--- src/hw/nxa_pkg.sv ---
// Purpose: shared constants for the nibble exchange/add datapath
// Assumes: 8-bit instruction word, upper nibble opcode, lower nibble select
// Notes:   constants only
package nxa_pkg;
   localparam int          NXA_DATA_W   = 4;
   localparam int          NXA_REG_N    = 16;
   localparam logic [3:0]  NXA_OP_SWAP  = 4'hB;
   localparam logic [3:0]  NXA_OP_ADDC  = 4'h8;
   localparam logic [3:0]  NXA_ACC_RST  = 4'h0;
   localparam logic        NXA_LINK_RST = 1'b0;
   localparam logic [3:0]  NXA_REG_RST  = 4'h0;
endpackage : nxa_pkg

--- src/hw/nxa_unit.sv ---
// Purpose: accumulator datapath for register swap and add-with-carry
// Assumes: sequencer holds INSTR with INSTR_VALID high for one cycle per op
// Notes:   two-cycle op: register read, then commit; INSTR_READY low while busy
//          accumulator load port is heard only while idle
//
// Behaviour
// [RL1] Upper nibble 1011 decodes as swap; lower nibble selects the register.
// [RL2] Swap moves register into accumulator and accumulator into register together.
// [RL3] Upper nibble 1000 decodes as add-with-carry; lower nibble selects operand.
// [RL4] Add sums register, accumulator and carry; low four bits go to accumulator.
// [RL5] Carry becomes 1 when the sum exceeds fifteen, else 0.
// [RL6] Add leaves the operand register untouched; only accumulator and carry change.
// [RL7] Select field addresses one of sixteen registers by its plain binary value.
module nxa_unit
   import nxa_pkg::*;
(
   input  wire logic       MCLK,
   input  wire logic       RST_N,
   input  wire logic [7:0] INSTR,
   input  wire logic       INSTR_VALID,
   input  wire logic       ACC_LOAD,
   input  wire logic [3:0] ACC_LOAD_DATA,
   input  wire logic       LINK_LOAD_DATA,
   output logic            INSTR_READY,
   output logic [3:0]      ACC,
   output logic            CARRY_LINK_BIT,
   output logic            DONE
);
   typedef enum logic [1:0] {NXA_IDLE, NXA_EXEC} nxa_state_t;

   typedef struct packed {
      nxa_state_t st;
      logic [3:0] op;
      logic [3:0] sel;
      logic [3:0] acc;
      logic       link;
      logic       done;
      logic       ready;
   } nxa_regs_t;

   nxa_regs_t r;
   nxa_regs_t next_r;

   logic [3:0] rf_rdata;
   logic       rf_we;
   logic [3:0] rf_wdata;

   function automatic logic [4:0] nxa_addc(input logic [3:0] a, input logic [3:0] b,
                                           input logic c);
      nxa_addc = {1'b0, a} + {1'b0, b} + {4'h0, c};
   endfunction : nxa_addc

   function automatic logic nxa_known(input logic [3:0] op);
      nxa_known = (op == NXA_OP_SWAP) || (op == NXA_OP_ADDC);
   endfunction : nxa_known

   // select field goes straight to the address, no remapping
   nxa_regfile #(
      .W (NXA_DATA_W),
      .N (NXA_REG_N)
   ) u_rf (
      .clk   (MCLK),
      .rst_n (RST_N),
      .we    (rf_we),
      .waddr (r.sel),      // RL7
      .wdata (rf_wdata),
      .raddr (INSTR[3:0]), // RL7
      .rdata (rf_rdata)
   );

   always_comb
   begin
      logic [4:0] sum;
      // adder runs every cycle; only the add commit uses it
      sum      = nxa_addc(rf_rdata, r.acc, r.link); // RL4
      next_r   = r;
      next_r.done = 1'b0;
      rf_we    = 1'b0;
      rf_wdata = r.acc;
      case (r.st)
         NXA_IDLE:
         begin
            // other instructions write the accumulator through this port; it is
            // only heard between ops so a commit can never be overrun
            if (ACC_LOAD)
            begin
               next_r.acc  = ACC_LOAD_DATA;
               next_r.link = LINK_LOAD_DATA;
            end
            // unknown opcodes are ignored; other units own them
            if (INSTR_VALID && nxa_known(INSTR[7:4]))
            begin
               next_r.op    = INSTR[7:4];
               next_r.sel   = INSTR[3:0];
               next_r.st    = NXA_EXEC;
               next_r.ready = 1'b0;
            end
         end
         NXA_EXEC:
         begin
            if (r.op == NXA_OP_SWAP) // RL1
            begin
               // old accumulator written while register value is latched: one edge
               rf_we      = 1'b1;       // RL2
               next_r.acc = rf_rdata;   // RL2
            end
            else if (r.op == NXA_OP_ADDC) // RL3
            begin
               next_r.acc  = sum[3:0]; // RL4
               next_r.link = sum[4];   // RL5
               rf_we       = 1'b0;     // RL6
            end
            next_r.done  = 1'b1;
            next_r.ready = 1'b1;
            next_r.st    = NXA_IDLE;
         end
         default:
         begin
            next_r.st    = NXA_IDLE;
            next_r.ready = 1'b1;
         end
      endcase
   end

   always_ff @(posedge MCLK or negedge RST_N)
   begin
      if (!RST_N)
      begin
         r.st    <= NXA_IDLE;
         r.op    <= 4'h0;
         r.sel   <= 4'h0;
         r.acc   <= NXA_ACC_RST;
         r.link  <= NXA_LINK_RST;
         r.done  <= 1'b0;
         r.ready <= 1'b1;
      end
      else
      begin
         r <= next_r;
      end
   end

   // every output is a register field, no logic after the flops
   assign INSTR_READY    = r.ready;
   assign ACC            = r.acc;
   assign CARRY_LINK_BIT = r.link;
   assign DONE           = r.done;

   // sizes are fixed by the nibble-wide ports; refuse a package that disagrees
   if (NXA_DATA_W != $bits(ACC) || NXA_REG_N != 2 ** NXA_DATA_W)
   begin : g_bad_cfg
      $error("nxa_unit: package sizes do not fit the ports");
   end

   // handshake: one busy cycle, then a single done pulse
   AST_BUSY_ONE: assert property (@(posedge MCLK) disable iff (!RST_N)
      !INSTR_READY |=> INSTR_READY && DONE)
      else $error("busy did not end in one cycle with done");
   AST_DONE_PULSE: assert property (@(posedge MCLK) disable iff (!RST_N)
      DONE |=> !DONE)
      else $error("done stood longer than one cycle");
   AST_UNKNOWN_IGNORED: assert property (@(posedge MCLK) disable iff (!RST_N) // RL1
      (r.st == NXA_IDLE && INSTR_VALID && !nxa_known(INSTR[7:4])) |=> INSTR_READY)
      else $error("foreign opcode was taken");

   // the register file is written by swaps only
   AST_RF_WRITE_SWAP: assert property (@(posedge MCLK) disable iff (!RST_N) // RL6
      rf_we |-> r.st == NXA_EXEC && r.op == NXA_OP_SWAP)
      else $error("register written outside a swap");
   // loads stand in for the other accumulator-writing instructions
   AST_LOAD_IDLE: assert property (@(posedge MCLK) disable iff (!RST_N)
      (r.st == NXA_IDLE && ACC_LOAD)
      |=> ACC == $past(ACC_LOAD_DATA) && CARRY_LINK_BIT == $past(LINK_LOAD_DATA))
      else $error("accumulator load lost");
   AST_ACC_HOLD: assert property (@(posedge MCLK) disable iff (!RST_N)
      (r.st == NXA_IDLE && !ACC_LOAD) |=> $stable(ACC) && $stable(CARRY_LINK_BIT))
      else $error("accumulator changed with no op");

   AST_SWAP_ACC: assert property (@(posedge MCLK) disable iff (!RST_N)  // RL2
      (r.st == NXA_EXEC && r.op == NXA_OP_SWAP) |=> ACC == $past(rf_rdata))
      else $error("swap did not load register into accumulator");
   AST_SWAP_REG: assert property (@(posedge MCLK) disable iff (!RST_N)  // RL2
      (r.st == NXA_EXEC && r.op == NXA_OP_SWAP) |-> rf_we && rf_wdata == r.acc)
      else $error("swap did not store accumulator into register");
   AST_SWAP_LINK: assert property (@(posedge MCLK) disable iff (!RST_N) // RL2
      (r.st == NXA_EXEC && r.op == NXA_OP_SWAP) |=> $stable(CARRY_LINK_BIT))
      else $error("swap changed carry");
   AST_DECODE_SWAP: assert property (@(posedge MCLK) disable iff (!RST_N) // RL1
      (r.st == NXA_IDLE && INSTR_VALID && INSTR[7:4] == 4'hB)
      |=> r.st == NXA_EXEC && r.op == NXA_OP_SWAP && r.sel == $past(INSTR[3:0]))
      else $error("swap opcode not decoded");
   AST_DECODE_ADD: assert property (@(posedge MCLK) disable iff (!RST_N) // RL3
      (r.st == NXA_IDLE && INSTR_VALID && INSTR[7:4] == 4'h8)
      |=> r.st == NXA_EXEC && r.op == NXA_OP_ADDC ##1 DONE)
      else $error("add opcode not decoded");
   AST_ADD_SUM: assert property (@(posedge MCLK) disable iff (!RST_N) // RL4
      (r.st == NXA_EXEC && r.op == NXA_OP_ADDC)
      |=> ACC == 4'(($past(rf_rdata) + $past(r.acc) + $past(r.link)) & 5'h0F))
      else $error("add result wrong");
   AST_ADD_CARRY: assert property (@(posedge MCLK) disable iff (!RST_N) // RL5
      (r.st == NXA_EXEC && r.op == NXA_OP_ADDC)
      |=> CARRY_LINK_BIT == (5'($past(rf_rdata)) + 5'($past(r.acc))
                             + 5'($past(r.link)) > 5'h0F))
      else $error("add carry wrong");
   AST_ADD_NOWRITE: assert property (@(posedge MCLK) disable iff (!RST_N) // RL6
      (r.st == NXA_EXEC && r.op == NXA_OP_ADDC) |-> !rf_we)
      else $error("add wrote the operand register");
   AST_SEL_DIRECT: assert property (@(posedge MCLK) disable iff (!RST_N) // RL7
      (r.st == NXA_EXEC && r.op == NXA_OP_SWAP) ##1 (r.st == NXA_IDLE && INSTR_VALID
      && INSTR[7:0] == {NXA_OP_SWAP, $past(r.sel)}) ##1 1'b1
      |=> ACC == $past(ACC, 3))
      else $error("select did not address the same register");

   // main scenarios: both ops, both carry outcomes, back-to-back, repeated swap
   COV_SWAP: cover property (@(posedge MCLK) disable iff (!RST_N)
      r.st == NXA_EXEC && r.op == NXA_OP_SWAP);
   COV_ADD_CARRY: cover property (@(posedge MCLK) disable iff (!RST_N)
      r.st == NXA_EXEC && r.op == NXA_OP_ADDC ##1 CARRY_LINK_BIT);
   COV_ADD_NOCARRY: cover property (@(posedge MCLK) disable iff (!RST_N)
      r.st == NXA_EXEC && r.op == NXA_OP_ADDC && r.link ##1 !CARRY_LINK_BIT);
   COV_BACK2BACK: cover property (@(posedge MCLK) disable iff (!RST_N)
      DONE && INSTR_VALID && nxa_known(INSTR[7:4]));
   COV_SAME_SWAP: cover property (@(posedge MCLK) disable iff (!RST_N)
      DONE && r.op == NXA_OP_SWAP && INSTR_VALID && INSTR[7:0] == {NXA_OP_SWAP, r.sel});
endmodule : nxa_unit

--- src/hw/nxa_regfile.sv ---
// Purpose: sixteen-entry index register file, one write port, one read port
// Assumes: registered read data, write and read addressed by plain binary index
// Notes:   read of a location written in the same cycle returns the old value
module nxa_regfile
   import nxa_pkg::*;
#(
   parameter int W = NXA_DATA_W,
   parameter int N = NXA_REG_N
)
(
   input  wire logic                 clk,
   input  wire logic                 rst_n,
   input  wire logic                 we,
   input  wire logic [$clog2(N)-1:0] waddr,
   input  wire logic [W-1:0]         wdata,
   input  wire logic [$clog2(N)-1:0] raddr,
   output logic      [W-1:0]         rdata
);
   logic [W-1:0] mem [N];

   // plain binary addressing needs a power-of-two depth
   if (N < 2 || W < 1 || N != (1 << $clog2(N)))
   begin : g_bad_size
      $error("nxa_regfile: bad size");
   end

   always_ff @(posedge clk or negedge rst_n)
   begin
      if (!rst_n)
      begin
         for (int i = 0; i < N; i++) mem[i] <= W'(NXA_REG_RST);
         rdata <= W'(NXA_REG_RST);
      end
      else
      begin
         rdata <= mem[raddr];
         if (we) mem[waddr] <= wdata;
      end
   end
endmodule : nxa_regfile

--- config.mk ---
export PLATFORM = sky130hd
export DESIGN_NAME = nxa_unit
export DESIGN_NICKNAME = d
export VERILOG_FILES = /design/src/hw/nxa_pkg.sv /design/src/hw/nxa_unit.sv /design/src/hw/nxa_regfile.sv
export SDC_FILE = /design/constraint.sdc
export NUM_CORES = 1
export LEC_CHECK = 0
export BUFFER_PORTS_ARGS = -buffer_cell sky130_fd_sc_hd__buf_2
export CORE_MARGIN = 4
export CORE_UTILIZATION = 45
export CTS_BUF_LIST = sky130_fd_sc_hd__clkbuf_4 sky130_fd_sc_hd__clkbuf_8
export DETAILED_ROUTE_END_ITERATION = 8
export SYNTH_ARGS = -nofsm -noshare
export SYNTH_HDL_FRONTEND = slang
export SYNTH_SLANG_ARGS = --single-unit
export TNS_END_PERCENT = 5
--- constraint.sdc ---
create_clock -name MCLK -period 2.5 [get_ports MCLK]
set_input_delay 0.375 -clock MCLK [delete_from_list [all_inputs] [get_ports MCLK]]
set_output_delay 0.375 -clock MCLK [all_outputs]
set_load 0.01 [all_outputs]
==> flow_summary.yaml <==
routing:
  dr.pass1.iters: 4
  drt_wl_total_mm: 7.95
  routed_via_density: 5.69
  routedWlPerCell_um: 19.1
  vias: 2365
  ant_nets: 0
  drt_iter0_drc: 80
  drc: 0
sta:
  finClkSkew_ns: 0.0110
  hold_slack_ns: 0.289
  drv_slew: 0
  max_freq_mhz: 496
  max-slew-margin-rel_pct: 58.8
  rsz0062_at_grt: "no"
  worstMarginPinSlew_ns: 0.618
  tns_ns: 0
  period_needed_ns: 2.02
  setup-violations-final: 0
  period_share_pct: 80.7
  hold_viol: 0
logic_synthesis:
  ys.flop_type: "dfrtp_1"
  yosysUniqueCellTypes: 37
  synth_fp_nets: 306
  synthArstFlopShare_pct: 100
  yosysSeqAreaShare_pct: 53.1
  syn_area_sq_um: 3960
  synth-edff-count: 0
  avgSynthCellArea_sq_um: 14.0
  synthCells: 284
  yosysWarnings: 0
  ys_ff_latch: 84
pwr:
  p_switching_uw: 775
  p_clk_share_pct: 36.3
  irDropWorstVdd_v: 0.000291
  pwr-share-seq_pct: 51.2
  p_leak_nw: 2.18
  p_int_mw: 2.22
  power_frac_comb_pct: 12.5
  pwr_density_cell_nw_per_um2: 677
  swShare_pct: 25.9
critical_path:
  critPathTopFamily: "adder cells"
  crit_slowest_cell: "fa_1"
  cp.depth: 6
  cp-end-kind: "register"
  crit_buf_inv: 0
  max_stage_delay_ns: 0.47
  critPathKind: "reg2reg"
  arrival_ns: 2.26
  worstPathCellList: "fa_1, fa_1, a21o_1, a21oi_1, a211oi_1, a21o_1"
  required_ns: 2.74
  worst_r2r_path_depth: 6
  startpoint_type: "register"
  r2r_setup_slack_ns: 0.48
  critPathMaxFanout: 2
clocking:
  numClockSinks: 84
  cts_resized: 0
  htreeDepth: 3
  cts-root-buf: "clkbuf_8"
  post_cts_buffers: 0
  clk_pin_slew_worst_paths_ns: 0.09
  cts_buffers: 9
  cts_max_path_buffers: 2
  tritoncts: "built"
  clk_latency_ns: 0.35
place:
  place_inst: 399
  hpwl_mm: 5.42
  port-buffer-count: 23
  placed_area_sq_um: 4180
  place_congestion: 0.856
finish:
  num_antenna_cells: 0
  area_growth_pct: 11.6
  final_nets: 328
  drive_gt1_share_pct: 43.7
  final_cell_area_sq_um: 4420
  fin_util_pct: 52.8
  filler_cell_count: 710
  final_cells: 416
die:
  die-area_sq_um: 10400
  chipWidth_um: 102
  core-area_sq_um: 8380
  start_util_pct: 47.3
  rows: 33
  die_h_um: 102
  pin_count: 24
min_path:
  min_path_type: "in2reg"
  min_delay_path_depth: 2
grt:
  gr-total-overflow: 0
  track_usage_pct: 17.0
  grt_start_max_net_pins: 52
  grt_first_pass_wirelength_mm: 13.1
  antenna_found_initial: 0
  grt_pass1_vias: 2507
run:
  drv_cap: 0
status:
  outcome: "finished clean"
-- worst paths after layout --
kind	endpoint	startpoint
max in group asynchronous	u_rf.mem[36]	RST_N
hold / removal	r[11]	INSTR[5]
min in group asynchronous	r[14]	RST_N
setup reg to reg	CARRY_LINK_BIT	ACC[0]
hold reg to reg	INSTR_READY	INSTR_READY
setup / recovery	CARRY_LINK_BIT	ACC[0]
-- power by group through the flow --
| stage | combinational [mW] | clock, mW | sequential, mW |
|---|---|---|---|
| 2_1_floorplan | 0.271 | 0 | 1.53 |
| 3_3_place_gp | 0.376 | 0 | 1.56 |
| 3_5_place_dp | 0.381 | 0 | 1.56 |
| 4_1_cts | 0.384 | 1.13 | 1.53 |
| 5_1_grt | 0.422 | 1.18 | 1.55 |
| 6_report | 0.375 | 1.09 | 1.53 |
-- cell usage after synthesis (all sizes together) (4+ instances only) --
cell type  number  area [sq um]
nand3           6          30.0
nor2b           9          56.3
mux2           70           788
dfrtp          83          2080
mux4           16           360
clkbuf          8          30.0
a22oi           8          60.1
a21o            4          30.0
nor2            9          33.8
buf            11          67.6
a21oi           6          30.0
nand2          20          75.1
-- stage by stage --
step                      setup slack (ns)  power (mW)
after floorplan                      0.542        1.80
after CTS                            0.479        3.05
final                                0.482        2.99
after global placement               0.535        1.94
after global routing                 0.380        3.15
after detailed placement             0.522        1.94
-- sequential cells by signal (all words and copies together) (netlist names) --
| register | count |
|---|---|
| DONE | 1 |
| INSTR_READY | 1 |
| r | 9 |
| CARRY_LINK_BIT | 1 |
| u_rf.rdata | 4 |
| ACC | 4 |
| u_rf.mem | 64 |
-- kinds of logic (layout without fill, tap and decap cells) --
| logic type | count (synthesis) | count (layout) | share of synthesized area [%] |
|---|---|---|---|
| fa+ha+maj | 5 | 5 | 1.96 |
| compound gates | 25 | 25 | 4.48 |
| flops | 84 | 84 | 53.1 |
| xor+xnor | 3 | 3 | 0.663 |
| simple gates | 60 | 60 | 8.18 |
| mux | 86 | 86 | 29.0 |
| buf+inv | 21 | 48 | 2.65 |
-- cell type report --
| type | count | area, sq um | area share, % |
|---|---|---|---|
| Multi-Input combinational cell | 179 | 1750 | 39.7 |
| Tap cell | 105 | 131 | 2.97 |
| Clock buffer | 11 | 145 | 3.28 |
| Sequential cell | 84 | 2100 | 47.6 |
| Clock inverter | 5 | 82.6 | 1.87 |
| Inverter | 2 | 7.51 | 0.170 |
| Timing Repair Buffer | 30 | 198 | 4.47 |
-- what timing repair did --
action / in CTS / in global routing
setup endpoints to repair: 0 / 0
hold buffers: 1 / 0
hold endpoints to repair: 32 / 0
-- cells in the final DEF, fill, tap and decap left out, types with 3 or more instances in the layout --
cell and count:
a21o_1 4, a21oi_1 6, a22oi_1 8, buf_2 22, buf_4 5, clkbuf_8 10
dfrtp_1 83, ha_1 3, mux2_2 70, mux4_2 16, nand2_1 20, nand3_1 6
nor2_1 9, nor2b_1 9, xnor2_1 3
-- worst reg2reg max path, stage by stage, from the launching register on --
cell and delay (ns):
dfrtp_1 0.41, fa_1 0.47, fa_1 0.42, a21o_1 0.20
a21oi_1 0.14, a211oi_1 0.08, a21o_1 0.18
-- per-layer routing --
layer / vias to the layer above / GRT usage (%) / wire (um)
li1: 1081 / - / -
met1: 1233 / 23.2 / 3640
met2: 38 / 26.9 / 3860
met3: 13 / 2.94 / 280
met4: 0 / 7.87 / 170
met5: - / 0 / 0
(Power assumes the default switching activity.)
